==> config.mk <==
export PLATFORM = sky130hd
export DESIGN_NAME = psasu_top
export DESIGN_NICKNAME = d
export VERILOG_FILES = /design/src/rtl/psasu_top.v
export VERILOG_INCLUDE_DIRS = /design/src /design/src/rtl
export SDC_FILE = /design/constraint.sdc
export NUM_CORES = 1
export LEC_CHECK = 0
export ABC_AREA = 1
export ABC_CLOCK_PERIOD_IN_PS = 5800
export BUFFER_PORTS_ARGS = -buffer_cell sky130_fd_sc_hd__buf_2
export CORE_MARGIN = 3
export CORE_UTILIZATION = 45
export DETAILED_ROUTE_END_ITERATION = 8
export GPL_TIMING_DRIVEN = 0
export PLACE_DENSITY_LB_ADDON = 0.1
export SYNTH_ARGS = -nofsm -noshare
export SYNTH_HDL_FRONTEND = slang
export SYNTH_SLANG_ARGS = --single-unit
==> constraint.sdc <==
create_clock -name pclk -period 5.8 [get_ports pclk]
set_input_delay 1.16 -clock pclk [delete_from_list [all_inputs] [get_ports pclk]]
set_output_delay 1.16 -clock pclk [all_outputs]
set_load 0.01 [all_outputs]
==> src/rtl/psasu_map.vh <==
// constants for the parallel signed add/sub and reversal datapath
`ifndef PSASU_MAP_VH
`define PSASU_MAP_VH
// ----------------------------------------
// register offsets (byte addresses)
// ----------------------------------------
`define PSASU_CTRL_OFS   12'h000
`define PSASU_OPA_OFS    12'h004
`define PSASU_OPB_OFS    12'h008
`define PSASU_RESULT_OFS 12'h00c
`define PSASU_FLAGS_OFS  12'h010
`define PSASU_STATUS_OFS 12'h014
// ----------------------------------------
// control field layout
// ----------------------------------------
`define PSASU_OP_LSB     0
`define PSASU_OP_MSB     3
`define PSASU_COND_BIT   4
`define PSASU_DEST_BIT   5
`define PSASU_GO_BIT     8
// ----------------------------------------
// operation codes
// ----------------------------------------
`define PSASU_OP_ADD16   4'h0
`define PSASU_OP_ADD8    4'h1
`define PSASU_OP_ASX     4'h2
`define PSASU_OP_SAX     4'h3
`define PSASU_OP_REV     4'h4
`define PSASU_OP_HALFWORD_BYTE_REVERSE   4'h5
`define PSASU_OP_SIGNED_HALFWORD_REVERSE   4'h6
`define PSASU_OP_WORD_BIT_REVERSE    4'h7
// ----------------------------------------
// reset values
// ----------------------------------------
`define PSASU_RST_WORD   32'h0000_0000
`define PSASU_RST_CTRL   9'h000
`define PSASU_RST_GE     4'h0
`define PSASU_RST_NZCV   4'h0
`endif

==> src/rtl/psasu_top.v <==
// parallel signed add/sub, exchange and reversal datapath with apb registers
// How it works
// - halfword add forms two independent 16-bit signed lane sums
// - byte add forms four independent 8-bit signed lane sums
// - halfword lane results keep low 16 bits, no carry between lanes
// - byte lane results keep low 8 bits, no carry between lanes
// - with no destination chosen, the result goes back to operand a
// - halfword add sets flag pairs to 11 when lane sum non-negative
// - byte add sets one flag per lane when lane sum non-negative
// - add-sub exchange upper result is a.hi plus b.lo
// - add-sub exchange lower result is a.lo minus b.hi
// - add-sub exchange flags: low pair from difference, high pair from sum
// - sub-add exchange lower result is a.lo plus b.hi
// - sub-add exchange upper result is a.hi minus b.lo
// - sub-add exchange flags: low pair from sum, high pair from difference
// - a failing condition leaves destination and flags unchanged
// - reversal operations leave every flag unchanged
// - word reversal swaps the four bytes end for end
// - halfword reversal swaps bytes inside each halfword
// - signed halfword reversal swaps low bytes and sign-extends
// - bit reversal puts bit i into bit 31 minus i
//
// The placing of the registers and the APB register port are this design's own decisions.
`timescale 1ns/100ps
`include "psasu_map.vh"

module psasu_top #(
  parameter AW = 12                          // apb address width
) (
  input  wire          pclk,                 // core clock
  input  wire          presetn,              // async reset, active low
  input  wire          psel,                 // apb select
  input  wire          penable,              // apb access phase
  input  wire          pwrite,               // apb direction
  input  wire [AW-1:0] paddr,                // apb byte address
  input  wire [31:0]   pwdata,               // apb write data
  input  wire [3:0]    pstrb,                // apb byte strobes
  output reg  [31:0]   prdata,               // apb read data
  output reg           pready,               // apb ready
  output reg           pslverr,              // apb error
  output reg  [3:0]    greater_equal_flags,  // lane flags
  output reg  [3:0]    nzcv_flags,           // condition flags, held
  output reg           done                  // one-cycle pulse per executed op
);

  // ----------------------------------------
  // state
  // ----------------------------------------
  reg  [31:0] first_operand_register;
  reg  [31:0] second_operand_register;
  reg  [31:0] result;
  reg  [8:0]  ctrl;
  reg         skipped;
  reg         busy;
  reg  [31:0] next_a;
  reg  [31:0] next_b;
  reg  [8:0]  next_ctrl;
  reg  [31:0] rd_mux;
  reg         addr_ok;
  reg  [31:0] op_res;
  reg  [3:0]  op_ge;
  reg         op_sets_ge;
  integer     i;                             // loop index, operation select only
  integer     j;                             // loop index, write merge only

  wire        acc   = psel & penable & pready;
  wire        wr    = acc & pwrite;
  wire [3:0]  opc   = ctrl[`PSASU_OP_MSB:`PSASU_OP_LSB];
  wire        cond  = ctrl[`PSASU_COND_BIT];
  wire        to_b  = ctrl[`PSASU_DEST_BIT];
  wire        go    = wr && (paddr == `PSASU_CTRL_OFS) && pstrb[1] && pwdata[`PSASU_GO_BIT];

  wire [15:0] a_lo = first_operand_register[15:0];
  wire [15:0] a_hi = first_operand_register[31:16];
  wire [15:0] b_lo = second_operand_register[15:0];
  wire [15:0] b_hi = second_operand_register[31:16];

  // ----------------------------------------
  // lane arithmetic, one bit wider
  // ----------------------------------------
  // widened lanes
  wire [16:0] h_sum_lo = {a_lo[15], a_lo} + {b_lo[15], b_lo};
  wire [16:0] h_sum_hi = {a_hi[15], a_hi} + {b_hi[15], b_hi};
  wire [16:0] x_add_hi = {a_hi[15], a_hi} + {b_lo[15], b_lo};
  wire [16:0] x_sub_lo = {a_lo[15], a_lo} - {b_hi[15], b_hi};
  wire [16:0] x_add_lo = {a_lo[15], a_lo} + {b_hi[15], b_hi};
  wire [16:0] x_sub_hi = {a_hi[15], a_hi} - {b_lo[15], b_lo};

  wire [35:0] b_sums;
  genvar g;
  generate
    for (g = 0; g < 4; g = g + 1) begin : g_byte
      assign b_sums[g*9 +: 9] = {first_operand_register[g*8+7], first_operand_register[g*8 +: 8]}
                              + {second_operand_register[g*8+7], second_operand_register[g*8 +: 8]};
    end
  endgenerate

  // ----------------------------------------
  // operation select
  // ----------------------------------------
  always @* begin
    op_res     = `PSASU_RST_WORD;
    op_ge      = greater_equal_flags;
    op_sets_ge = 1'b0;
    case (opc)
      `PSASU_OP_ADD16: begin
        op_res     = {h_sum_hi[15:0], h_sum_lo[15:0]};
        op_ge      = {{2{~h_sum_hi[16]}}, {2{~h_sum_lo[16]}}};
        op_sets_ge = 1'b1;
      end
      `PSASU_OP_ADD8: begin
        for (i = 0; i < 4; i = i + 1) begin
          op_res[i*8 +: 8] = b_sums[i*9 +: 8];
          op_ge[i]         = ~b_sums[i*9+8];
        end
        op_sets_ge = 1'b1;
      end
      `PSASU_OP_ASX: begin
        op_res     = {x_add_hi[15:0], x_sub_lo[15:0]};
        op_ge      = {{2{~x_add_hi[16]}}, {2{~x_sub_lo[16]}}};
        op_sets_ge = 1'b1;
      end
      `PSASU_OP_SAX: begin
        op_res     = {x_sub_hi[15:0], x_add_lo[15:0]};
        op_ge      = {{2{~x_sub_hi[16]}}, {2{~x_add_lo[16]}}};
        op_sets_ge = 1'b1;
      end
      `PSASU_OP_REV: begin
        op_res = {first_operand_register[7:0], first_operand_register[15:8],
                  first_operand_register[23:16], first_operand_register[31:24]};
      end
      `PSASU_OP_HALFWORD_BYTE_REVERSE: begin
        op_res = {first_operand_register[23:16], first_operand_register[31:24],
                  first_operand_register[7:0], first_operand_register[15:8]};
      end
      `PSASU_OP_SIGNED_HALFWORD_REVERSE: begin
        op_res = {{16{first_operand_register[7]}}, first_operand_register[7:0],
                  first_operand_register[15:8]};
      end
      `PSASU_OP_WORD_BIT_REVERSE: begin
        for (i = 0; i < 32; i = i + 1) begin
          op_res[31-i] = first_operand_register[i];
        end
      end
      default: begin
        op_res = result;
      end
    endcase
  end

  // ----------------------------------------
  // apb write data merge
  // ----------------------------------------
  always @* begin
    next_a    = first_operand_register;
    next_b    = second_operand_register;
    next_ctrl = ctrl;
    for (j = 0; j < 4; j = j + 1) begin
      if (wr && pstrb[j] && paddr == `PSASU_OPA_OFS) begin
        next_a[j*8 +: 8] = pwdata[j*8 +: 8];
      end
      if (wr && pstrb[j] && paddr == `PSASU_OPB_OFS) begin
        next_b[j*8 +: 8] = pwdata[j*8 +: 8];
      end
    end
    if (wr && paddr == `PSASU_CTRL_OFS && pstrb[0]) begin
      next_ctrl[7:0] = pwdata[7:0];
    end
  end

  // ----------------------------------------
  // read mux and decode
  // ----------------------------------------
  always @* begin
    addr_ok = 1'b1;
    rd_mux  = `PSASU_RST_WORD;
    case (paddr)
      `PSASU_CTRL_OFS:   rd_mux = {23'h000000, ctrl};
      `PSASU_OPA_OFS:    rd_mux = first_operand_register;
      `PSASU_OPB_OFS:    rd_mux = second_operand_register;
      `PSASU_RESULT_OFS: rd_mux = result;
      `PSASU_FLAGS_OFS:  rd_mux = {24'h000000, nzcv_flags, greater_equal_flags};
      `PSASU_STATUS_OFS: rd_mux = {30'h00000000, skipped, busy};
      default:           addr_ok = 1'b0;
    endcase
  end

  // ----------------------------------------
  // apb slave, no wait states
  // ----------------------------------------
  always @(posedge pclk or negedge presetn) begin
    if (!presetn) begin
      pready  <= 1'b0;
      pslverr <= 1'b0;
      prdata  <= `PSASU_RST_WORD;
    end else begin
      pready  <= psel & ~penable;
      pslverr <= psel & ~penable & ~addr_ok;
      prdata  <= (psel & ~penable & ~pwrite) ? rd_mux : `PSASU_RST_WORD;
    end
  end

  // ----------------------------------------
  // execute: go stores, next cycle commits
  // ----------------------------------------
  always @(posedge pclk or negedge presetn) begin
    if (!presetn) begin
      first_operand_register  <= `PSASU_RST_WORD;
      second_operand_register <= `PSASU_RST_WORD;
      result                  <= `PSASU_RST_WORD;
      ctrl                    <= `PSASU_RST_CTRL;
      greater_equal_flags     <= `PSASU_RST_GE;
      nzcv_flags              <= `PSASU_RST_NZCV;
      skipped                 <= 1'b0;
      busy                    <= 1'b0;
      done                    <= 1'b0;
    end else begin
      ctrl    <= next_ctrl;
      busy    <= go;
      done    <= busy;
      nzcv_flags <= nzcv_flags;
      if (busy) begin
        first_operand_register  <= next_a;
        second_operand_register <= next_b;
        skipped                 <= ~cond;
        if (cond) begin
          result <= op_res;
          if (!to_b) begin
            first_operand_register <= op_res;
          end else begin
            second_operand_register <= op_res;
          end
          if (op_sets_ge) begin
            greater_equal_flags <= op_ge;
          end
        end
      end else begin
        first_operand_register  <= next_a;
        second_operand_register <= next_b;
      end
    end
  end

endmodule

# Yosys cells after proc, flatten, opt, wreduce, memory -nomap -nowiden
# Index checks and enable logic that the tools add are counted.
# totals
register_bits	145
# op_classes
n_addsub	10
eq_ne	12
mux	20
bitwise	20
n_reduce_logical	23
# ops
operator	count
one-hot mux 32 bit (8 select lines)	1
2-to-1 mux 32 bit	7
one-hot mux 32 bit (6 select lines)	1
adder 16 x 16 -> 17 bit	4
2-to-1 mux 8 bit	8
adder 8 x 8 -> 9 bit	4
subtractor 16 x 16 -> 17 bit	2
== test 12 x 4 -> 1 bit (second input constant)	2
== test 12 x 5 -> 1 bit (second input constant)	2
== test 4 x 3 -> 1 bit (second input constant)	4
logical AND 1 bit	16
one-hot mux 4 bit (4 select lines)	1
NOT 1 bit	14
== test 12 x 3 -> 1 bit (second input constant)	1
zero test 12 bit	1
== test 4 x 2 -> 1 bit (second input constant)	2
AND 1 bit	6
OR reduction 6 bit	1
== test 4 x 1 -> 1 bit (second input constant)	1
zero test 4 bit	1
AND reduction 4 bit	1
nonzero test 4 bit	1
OR reduction 4 bit	1
2-to-1 mux 1 bit	2
AND reduction 2 bit	1

# Longest topological paths before layout
# Gate-level depths: netlist of the first run.
# logic_depth
word_depth	9
mapped_depth	17

# Least setup slack after synthesis of the first run
# No wires, ideal clock.
# synth_path
kind	input port to flip-flop
startpoint	in paddr[1]
endpoint	reg second_operand_register[12]
setup_time_ns	0.129
t_arrival_ns	2.326
t_required_ns	5.671
path_slack_ns	3.345
path_stages	8
cell_sequence	nor2_1 > inv_1 > nor2_1 > nand3_2 > buf_4 > buf_6 > o311ai_0 > nand2_1
# synth_via
elab_chain_cells	6
# synth_rtl
item	line_no	rtl
start: declaration	psasu_top.v:35	input wire [AW-1:0] paddr,
== test 12 x 4 -> 1 bit (*)	n/a	
logical AND 1 bit (no source line) (*)	n/a	
2-to-1 mux 8 bit (*)	psasu_top.v:162	if (wr && pstrb[j] && paddr == `PSASU_OPB_OFS) begin
2-to-1 mux 32 bit	psasu_top.v:228	if (!to_b) begin
2-to-1 mux 32 bit	psasu_top.v:226	if (cond) begin
2-to-1 mux 32 bit (*)	psasu_top.v:222	if (busy) begin
end signal: assignment	psasu_top.v:224	second_operand_register <= next_b;
end signal: assignment	psasu_top.v:231	second_operand_register <= op_res;
end signal: assignment	psasu_top.v:239	second_operand_register <= next_b;
end: declaration	psasu_top.v:50	reg [31:0] second_operand_register;
# Every way passes the cells marked *; elsewhere a longest branch is shown, timed or not.
# A chain may end at the register's enable or synchronous reset.

# Final worst setup path of the first run
# layout_path
startpoint	reg second_operand_register[22]
endpoint	reg result[15]
# layout_via
elab_chain_cells	2
word_cells_on_any_way	3
classes_between	add/sub (2); mux (1)
# layout_rtl
item	line_no	rtl
start signal: assignment	psasu_top.v:209	second_operand_register <= `PSASU_RST_WORD;
start signal: assignment	psasu_top.v:224	
start signal: assignment	psasu_top.v:231	
adder 16 x 16 -> 17 bit / subtractor 16 x 16 -> 17 bit (equally long branches)	psasu_top.v:86, psasu_top.v:85	
one-hot mux 32 bit (8 select lines) (*)	psasu_top.v:105	case (opc)
end signal: assignment	psasu_top.v:210	result <= `PSASU_RST_WORD;
end signal: assignment	psasu_top.v:227	result <= op_res;
end: declaration	psasu_top.v:51	reg [31:0] result;
# Marks and branches as above.

==> key figures, run 1 <==
Final layout
  – Area grow syn2layout: 11.2%
  – Util after Layout: 0.517
  – Share of layout cells above drive strength 1: 0.0913
  – Net count, final: 2610

Synth
  – Async SR Flop Fraction: 1.00
  – Syn Std Cell Area: 14400 um^2
  – EDFF count, synth: 0
  – Syn_area_per_cell: 6.18 um^2
  – YS warnings: 0
  – Seq/Total Area, Yosys: 0.251
  – Yosys cell types: 53
  – Syn Inst Count: 2337
  – Flops & latches, synth: 145
  – Main synth FF type: dfrtp_1

Setup path
  – Critical Path Fanout Max: 8
  – Worst R2R Setup Slack: 2.46 ns
  – Critical path class: register to register
  – Worst Path Required: 6.12 ns
  – R2r startpoint: second_operand_register[22]
  – R2R depth: 17
  – Reg2reg end: result[15]
  – Worst Setup SP: second_operand_register[22]
  – Critical Path AT: 3.66 ns
  – CP endpoint: result[15]
  – CP startpoint kind: register
  – CP endpoint kind: register

Pwr
  – Int Power: 1.75 mW
  – Leakage Power: 8.50 nW
  – Clock Power Share: 0.520
  – Net Sw Frac: 0.224
  – Power Total: 2.25 mW
  – Reg power frac: 0.450
  – Cell Pwr Density: 140 nW/um^2
  – Combinational power share: 0.030
  – Peak VDD IR: 0.243 mV
  – Sw power: 505 uW

Clock tree
  – CTS tree: built
  – Setup repair bufs after CTS: 0
  – Root Buffer: clkbuf_16
  – CTS resizes: 0
  – Clock Latency Late Sink: approximately 0.44 ns
  – CTS Sinks: 145
  – Clock-pin slew on the worst setup and hold paths: 0.06 ns
  – Num CTS Buffers: 17
  – H-tree depth: 4
  – CTS max path bufs: 2
  – CTS Hold Buffers Added: 0

Timing
  – Final worst-path cycle share: 0.575
  – Final hold violation count: 0
  – Final setup skew: 0.00681 ns
  – Min Tclk post-route: ~3.3 ns
  – Slew Viols, Final: 0
  – Setup violators final: 0
  – Unrepaired setup endpoints after global routing: no
  – WHS: 0.426 ns
  – Rel. slew slack: 0.389
  – Slew @ Worst Pin: 0.916 ns
  – Highest clock rate: 300 MHz
  – Setup TNS: 0 ns

Floorplanning
  – IO Count: 96
  – Row cnt: 64
  – Core outline area: 31100 um^2
  – Die span in y: 185 um
  – Die X: 185 um
  – Initial Utilization: 0.465
  – Die ar.: about 34000 um^2

Global route
  – Number of global-route vias before repair: 15600
  – Largest net degree at the start of global routing: 97
  – Antenna violations before repair: 2
  – First-pass GRT wire length: 101000 um
  – GRT Total Usage: 0.402
  – Grt total ovfl: 0

Drt
  – Initial drt markers: 2261
  – Via count: 17100
  – Routed Antenna Nets: 0
  – DRC viols: 0
  – Drt first pass iters: 6
  – Drt via density: 5.98
  – WL final: 69200 um
  – Wire per inst: 24.2 um

Min path
  – HP Class: register to register

Status
  – Status: finished clean

Place
  – Port Buf Inserts: 91
  – Post-DP HPWL: between 50000 and 60000 um
  – Gpl congestion: 1.12

Run
  – MaxCap Viol Count: 0
==> cells by family (layout without fill, tap and decap cells) <==
group,after synthesis,in the layout,share of synthesized area
fa+ha+maj,106,106,0.0960
other cells,1,6,0.000260
buf+inv,447,571,0.124
xor+xnor,5,5,0.00303
flops,145,145,0.251
simple gates,1230,1230,0.365
compound gates,403,403,0.161
==> power by group through the flow <==
stage / Combinational (mW) / Clock [mW] / Sequential (mW)
after floorplan: 0.0147 / 0 / 1.03
after global placement: 0.0629 / 0 / 1.03
after detailed placement: 0.0666 / 0 / 1.03
after CTS: 0.0669 / 1.17 / 1.01
after global routing: 0.0743 / 1.21 / 1.01
final: 0.0670 / 1.17 / 1.01
==> worst min path at each step <==
stage,start,end,cells past startpoint
floorplan,busy,done,0
global placement,busy,done,0
detailed placement,busy,done,0
CTS,busy,done,0
global route,busy,done,0
finish,busy,done,0
==> cell type report <==
| class | instances | area (um^2) |
|---|---|---|
| fill | 3260 | 15000 |
| multi-input combinational | 1748 | 9030 |
| sequential | 145 | 3630 |
| inverter | 364 | 1370 |
| tap | 396 | 495 |
| timing repair buffer | 92 | 489 |
| clock buffer | 20 | 467 |
| buffer | 83 | 428 |
| clock inverter | 12 | 155 |
| antenna | 2 | 5.00 |
==> critical path: stages (launching register included) <==
cell	delay, ns
dfrtp_1	0.66
inv_1	0.34
ha_1	0.36
clkbuf_2	0.18
inv_1	0.13
nand2_1	0.08
nor3_1	0.13
nand2_1	0.07
nand2_1	0.18
nand2_1	0.10
nand2_1	0.07
nand2_1	0.04
nand3_1	0.09
nand2_1	0.05
nor2_1	0.43
nand2_1	0.14
nand2_1	0.09
nand2_1	0.07
==> layout by cell type, fill, tap and decap left out, types with 9 or more instances in the layout <==
cell type / n
a21oi_1: 131
a221oi_1: 12
buf_2: 120
buf_4: 9
clkbuf_1: 30
clkbuf_16: 17
dfrtp_1: 145
ha_1: 98
inv_1: 348
inv_2: 13
nand2_1: 682
nand3_1: 240
nand3b_1: 10
nand4_1: 46
nor2_1: 181
nor3_1: 35
o211ai_1: 23
o21ai_0: 140
o21ai_1: 18
o22ai_1: 43
or2_2: 9
==> stage by stage <==
| step | setup WS [ns] | std cells | instance area, um^2 |
|---|---|---|---|
| 2_1_floorplan | 3.35 | 2340 | 14500 |
| 3_3_place_gp | 1.46 | 2827 | 15400 |
| 3_5_place_dp | 2.56 | 2828 | 15400 |
| 4_1_cts | 2.67 | 2860 | 16100 |
| 5_1_grt | 2.35 | 2860 | 16100 |
| 6_report | 2.46 | 2862 | 16100 |
==> state kept, by name, summed over array words and instances (netlist names) <==
register and cells:
first_operand_register 32, prdata 32, result 32, second_operand_register 32, ctrl 8, greater_equal_flags 4, busy 1, done 1
pready 1, pslverr 1, skipped 1
==> Yosys cell counts, types with 4 or more instances <==
cell	instances	area share
o21bai_1	8	0.0042
nand3_1	240	0.083
clkbuf_2	6	0.0021
ha_1	98	0.085
dfrtp_1	145	0.25
buf_4	9	0.0047
o211ai_1	23	0.012
fa_1	8	0.011
o22ai_1	43	0.019
nor2_1	181	0.047
a21oi_1	131	0.045
a221oi_2	5	0.0052
a21o_1	4	0.0021
nor2_4	5	0.0039
o21ai_0	140	0.049
buf_2	30	0.010
nor2_2	4	0.0017
clkbuf_1	30	0.0078
nand2_2	5	0.0022
buf_6	5	0.0039
nor3_1	35	0.012
or2_2	9	0.0039
a221oi_1	12	0.0073
nand2_1	682	0.18
inv_1	348	0.090
nand3b_1	10	0.0052
nand4_1	46	0.020
o21ai_1	18	0.0062
inv_2	13	0.0034
==> per-layer routing <==
layer | GRT usage | share of wire | vias to the layer above
li1 | - | - | 7842
met1 | 0.550 | 0.41 | 7998
met2 | 0.607 | 0.42 | 1080
met3 | 0.0911 | 0.12 | 187
met4 | 0.178 | 0.055 | 2
met5 | 0 | 0.00017 | -
Power figures use the tool's default switching activity.
==> inputs of run 2 (changes only) <==
--- a/config.mk
+++ b/config.mk
@@ -7,7 +7,7 @@
 export NUM_CORES = 1
 export LEC_CHECK = 0
 export ABC_AREA = 1
-export ABC_CLOCK_PERIOD_IN_PS = 5800
+export ABC_CLOCK_PERIOD_IN_PS = 3400
 export BUFFER_PORTS_ARGS = -buffer_cell sky130_fd_sc_hd__buf_2
 export CORE_MARGIN = 3
 export CORE_UTILIZATION = 45
==> constraint.sdc (replaced) <==
create_clock -name pclk -period 3.4 [get_ports pclk]
set_input_delay 0.68 -clock pclk [delete_from_list [all_inputs] [get_ports pclk]]
set_output_delay 0.68 -clock pclk [all_outputs]
set_load 0.01 [all_outputs]
==> run 2 against run 1 <==
Against the previous run:
- register-to-register slack worse by 2.4 ns
- non-clock buffer count stayed put
- routed wire length is 0.12% lower
- count of clock-buffer cells in the layout stayed put
- sequential cell count stayed put
- largest cell class unchanged
==> key figures, run 2 (same netlist as run 1, synthesis figures left out) <==
Status
  – Status: finished clean

Drt
  – Wire per inst: 24.1 um
  – Drt first pass iters: 6
  – Met1 wire length: 28400 um
  – WL final: between 60000 and 70000 um
  – Top sig layer: met5
  – Initial drt markers: 2263
  – WL met3: around 8000 um
  – DRC viols: 0
  – Via count: 17100
  – Drt via density: 5.99
  – Met2 WL post-DR: 29000 um
  – Routed Antenna Nets: 0

Clock tree
  – Clock Latency Late Sink: around 0.44 ns
  – CTS Sinks: 145
  – CTS Hold Buffers Added: 0
  – H-tree depth: 4
  – Clock-pin slew on the worst setup and hold paths: 0.06 ns
  – CTS tree: built
  – Num CTS Buffers: 17
  – CTS max path bufs: 2
  – Root Buffer: clkbuf_16

Global route
  – Largest net degree at the start of global routing: 97
  – Grt total ovfl: 0
  – Number of global-route vias before repair: between 15000 and 20000
  – First-pass GRT wire length: roughly 100000 um
  – GRT Total Usage: 0.402
  – Antenna violations before repair: 2

Final layout
  – Net count, final: 2610
  – Commonest non-fill, non-tap cell in the layout: nand2_1
  – Reg area: 3630 um^2
  – Commonest cells after routing, fill and taps aside: nand2_1 (682), inv_1 (348), nand3_1 (240), nor2_1 (180), dfrtp_1 (145)
  – Finished Layout Cells: ~2900
  – Multi-input gate area: 9030 um^2
  – Util after Layout: 0.517
  – Share of layout cells above drive strength 1: 0.0917
  – Area grow syn2layout: 11.3%
  – FILL cells: 3261

Run
  – MaxCap Viol Count: 0

Timing
  – Setup violators final: 0
  – Rel. slew slack: 0.387
  – Slew @ Worst Pin: 0.919 ns
  – Highest clock rate: 302 MHz
  – Final setup skew: 0.00656 ns
  – Min Tclk post-route: ~3.3 ns
  – Slew Viols, Final: 0
  – Final worst-path cycle share: 0.973
  – Unrepaired setup endpoints after global routing: no
  – Final hold violation count: 0

Setup path
  – CP endpoint kind: register
  – R2R depth: 12
  – Critical path class: register to register
  – Critical Path Fanout Max: 8
  – Worst Path Required: 3.70 ns
  – Critical Path AT: 3.61 ns
  – CP startpoint kind: register

Min path
  – HP Class: primary input to asynchronous set/reset pin

Floorplanning
  – Initial Utilization: 0.465
  – IO Count: 96
  – Die X: about 190 um
  – Row cnt: between 60 and 70
  – Die span in y: roughly 190 um
  – Core outline area: 31100 um^2
  – Die ar.: 34300 um^2

Pwr
  – Peak VDD IR: 0.413 mV
  – Leakage Power: around 8.5 nW
  – Cell Pwr Density: around 240 nW/um^2

Place
  – Post-DP HPWL: 55800 um
  – Placed Cells incl. Taps: about 2800
  – Gpl congestion: approximately 1.1
  – Port Buf Inserts: 91
## run 2: cell counts in the layout (fill, tap and decap cells not counted)
Identical to the previous run, type by type.
## run 2: area by class of cell
class / count / area share
clock buffers: 20 / 0.0290
plain buffers: 83 / 0.0266
well taps: 396 / 0.0308
flip-flops and latches: 145 / 0.226
multi-input cells: 1748 / 0.562
inverters: 364 / 0.0850
diodes: 2 / 0.000312
repair buffers: 92 / 0.0304
clock inverters: 12 / 0.00966
## run 2: critical path: stages, from the launching register on
cell and delay [ns]:
dfrtp_1 0.68, inv_1 0.35, ha_1 0.38, clkbuf_2 0.20, inv_1 0.10, nand2_1 0.09, inv_1 0.06, a21oi_1 0.13
nand2_1 0.16, o21ai_0 0.32, nand4_1 0.39, nand3_1 0.18, nand2_1 0.12
## run 2: metrics by stage
stage / hold WS, ns / TNS, ns / area (um^2) / power [mW] / worst slack, ns
2_1_floorplan: 0.374 / 0 / 14500 / 1.79 / 1.18
5_1_grt: 0.222 / 0 / 16100 / 3.92 / 0.0456
3_3_place_gp: 0.419 / -64.01 / 15400 / 1.87 / -0.458
6_report: 0.192 / 0 / 16100 / 3.84 / 0.0907
4_1_cts: 0.206 / 0 / 16100 / 3.84 / 0.267
3_5_place_dp: 0.408 / 0 / 15400 / 1.87 / 0.288
## run 2: power by group
| group | switching [mW] | leakage [nW] | internal (mW) | total [mW] |
|---|---|---|---|---|
| clock network | 0.783 | 0.303 | 1.22 | 2.00 |
| registers | 0.00110 | 1.76 | 1.73 | 1.73 |
| logic | 0.0778 | 6.44 | 0.0361 | 0.114 |
| total | 0.862 | 8.50 | 2.98 | 3.84 |
## run 2: worst paths after layout
kind / startpoint / to / slack [ns]
max: second_operand_register[22] / first_operand_register[7] / 0.09
min: presetn / prdata[6] / 0.19
min in group pclk: busy / done / 0.43
max in group asynchronous: presetn / second_operand_register[12] / 2.35
min reg2reg: busy / done / 0.43
max reg2reg: second_operand_register[22] / first_operand_register[7] / 0.09
## run 2: metal layers
| metal | vias to the layer above | GRT usage |
|---|---|---|
| met3 | 183 | 0.0911 |
| met5 | - | 0 |
| met4 | 2 | 0.178 |
| met2 | 1107 | 0.607 |
| li1 | 7833 | - |
| met1 | 8019 | 0.550 |
## run 2: what timing repair did
action	CTS	global route
setup endpoints to repair	0	3
resized for setup	0	1
buffers inserted	0	0
==> inputs of run 3 (changes only) <==
--- a/config.mk
+++ b/config.mk
@@ -9,7 +9,7 @@
 export ABC_AREA = 1
 export ABC_CLOCK_PERIOD_IN_PS = 3400
 export BUFFER_PORTS_ARGS = -buffer_cell sky130_fd_sc_hd__buf_2
-export CORE_MARGIN = 3
+export CORE_MARGIN = 5
 export CORE_UTILIZATION = 45
 export DETAILED_ROUTE_END_ITERATION = 8
 export GPL_TIMING_DRIVEN = 0
==> run 3 against run 2 <==
Against the previous run:
- core utilization fell by 0.96 points
- sequential share of layout area barely moved
- sequential cell count did not move
- first-iteration DRC count fell by 3.0%
- routed wire length fell by 0.12%
- maximum frequency rose by 3.6%
- count of clock-buffer cells in the layout did not move
- die area rose by 4.4%
- critical endpoint is now second_operand_register[12]
- largest power group unchanged
- highest routed layer unchanged
==> key figures, run 3 (same netlist as run 1, synthesis figures left out) <==
Status
  – Status: finished clean

Final layout
  – Share of layout cells above drive strength 1: 0.0902
  – Util after Layout: 0.507
  – Finished Layout Cells: 2864
  – Final design area excluding fillers: 16100 um^2
  – Reg area: 3630 um^2
  – Net count, final: 2610
  – Commonest non-fill, non-tap cell in the layout: nand2_1
  – Multi-input gate area: approximately 9000 um^2
  – FILL cells: between 3000 and 4000
  – Commonest cells after routing, fill and taps aside: nand2_1 (682), inv_1 (348), nand3_1 (240), nor2_1 (180), dfrtp_1 (145)
  – Area grow syn2layout: 11.2%
  – Ant. Diodes: 0

Setup path
  – Critical Path Fanout Max: 5
  – Critical path class: register to register
  – R2R depth: 13
  – Crit-path cells: inv_1 -> fa_1 -> inv_1 -> nand2_1 -> nand2_1 -> and2_1 -> nand3_1 -> nand3_1 -> nand2_1 -> nand3_1 -> nand4_1 -> nand3_1 -> nand2_1
  – Worst Path Required: 3.71 ns
  – Top delay family on crit path: simple AND/OR/NAND/NOR gates
  – CP startpoint kind: register
  – CP endpoint kind: register
  – Critical Path AT: 3.51 ns
  – Slowest stage cell on the critical path: dfrtp_1
  – Crit-path max cell delay: between 0.6 and 0.7 ns
  – Crit path buffers/inverters: 2
  – R2r startpoint: second_operand_register[17]
  – Worst R2R Setup Slack: 0.20 ns
  – Reg2reg end: second_operand_register[12]

Clock tree
  – Root Buffer: clkbuf_16
  – CTS Sinks: 145
  – CTS max path bufs: 2
  – H-tree depth: 4
  – Num CTS Buffers: 17
  – Setup repair bufs after CTS: 0
  – Clock-pin slew on the worst setup and hold paths: roughly 0.060 ns
  – CTS Hold Buffers Added: 0
  – CTS tree: built
  – Clock Latency Late Sink: 0.44 ns

Timing
  – Rel. slew slack: 0.395
  – WHS: 0.196 ns
  – Min Tclk post-route: ~3.2 ns
  – Highest clock rate: 313 MHz
  – Final hold violation count: 0
  – Final setup skew: 0.0104 ns
  – Slew @ Worst Pin: roughly 0.9 ns
  – Setup violators final: 0
  – Unrepaired setup endpoints after global routing: no
  – Slew Viols, Final: 0
  – Final worst-path cycle share: 0.940

Drt
  – Via count: 17000
  – DRC viols: 0
  – Wire per inst: 24.1 um
  – Routed Antenna Nets: 0
  – Initial drt markers: ~2200
  – WL final: about 70000 um
  – Drt first pass iters: 7
  – Drt via density: approximately 5.9

Floorplanning
  – IO Count: 96
  – Row cnt: 65
  – Die ar.: 35800 um^2
  – Die X: around 190 um
  – Initial Utilization: 0.456
  – Core outline area: roughly 32000 um^2
  – Die span in y: 189 um

Global route
  – Grt total ovfl: 0
  – Busiest layer in global routing: met2
  – Largest net degree at the start of global routing: 88
  – GR Util met1: 0.510
  – GRT Total Usage: 0.378
  – Antenna violations before repair: 2
  – First-pass GRT wire length: 101000 um
  – Number of global-route vias before repair: 15800
  – GR Util met3: 0.0841
  – M2 GR Usage: 0.579

Place
  – Port Buf Inserts: 91
  – Cell Area, Placed: 15400 um^2
  – Post-DP HPWL: 56500 um
  – Placed Cells incl. Taps: between 2000 and 3000
  – Gpl congestion: around 1.1

Pwr
  – Leakage Power: 8.50 nW
  – Cell Pwr Density: 238 nW/um^2
  – Peak VDD IR: 0.554 mV

Run
  – MaxCap Viol Count: 0

Min path
  – HP Class: primary input to asynchronous set/reset pin
==> run 3: timing repair <==
| action | CTS | global route |
|---|---|---|
| endpoints found under the setup margin | 0 | 3 |
| endpoints found under the hold margin | 0 | 0 |
| gates resized for setup | 0 | 1 |
==> run 3: metal layers <==
metal / up-vias / wire (um)
li1: 7857 / -
met1: 7931 / 28400
met2: 1036 / 29200
met3: 208 / 7530
met4: 6 / 3830
met5: - / 44
==> run 3: area by class of cell <==
cell class                      count  share of cell area
Clock buffer                       20              0.0278
Buffer                             83              0.0267
Tap cell                          402              0.0313
Timing Repair Buffer               92              0.0305
Inverter                          364              0.0851
Sequential cell                   145               0.226
Multi-Input combinational cell   1748               0.563
Clock inverter                     10              0.0101
==> run 3: worst max-delay path by stage <==
stage                                 from                           to  slack, ns  depth (start not counted)
2_1_floorplan   first_operand_register[24]       greater_equal_flags[2]       1.18                         15
5_1_grt        second_operand_register[22]   first_operand_register[15]       0.06                         17
4_1_cts        second_operand_register[17]                   result[14]       0.24                         16
6_report       second_operand_register[17]  second_operand_register[12]       0.20                         13
3_3_place_gp                       presetn   first_operand_register[28]      -0.46                          1
3_5_place_dp   second_operand_register[17]                   result[14]       0.25                         16
==> run 3: stage by stage <==
stage                     power (mW)  setup TNS (ns)  setup WS (ns)
after floorplan                 1.79               0           1.18
after global placement          1.87          -64.43         -0.464
after detailed placement        1.87               0          0.250
after CTS                       3.83               0          0.239
after global routing            3.91               0         0.0636
final                           3.83               0          0.204
==> run 3: report_power, final <==
part	internal, mW	switching (mW)	leakage (nW)
combinational	0.0361	0.0768	6.44
sequential	1.73	0.00120	1.76
clock	1.24	0.748	0.300
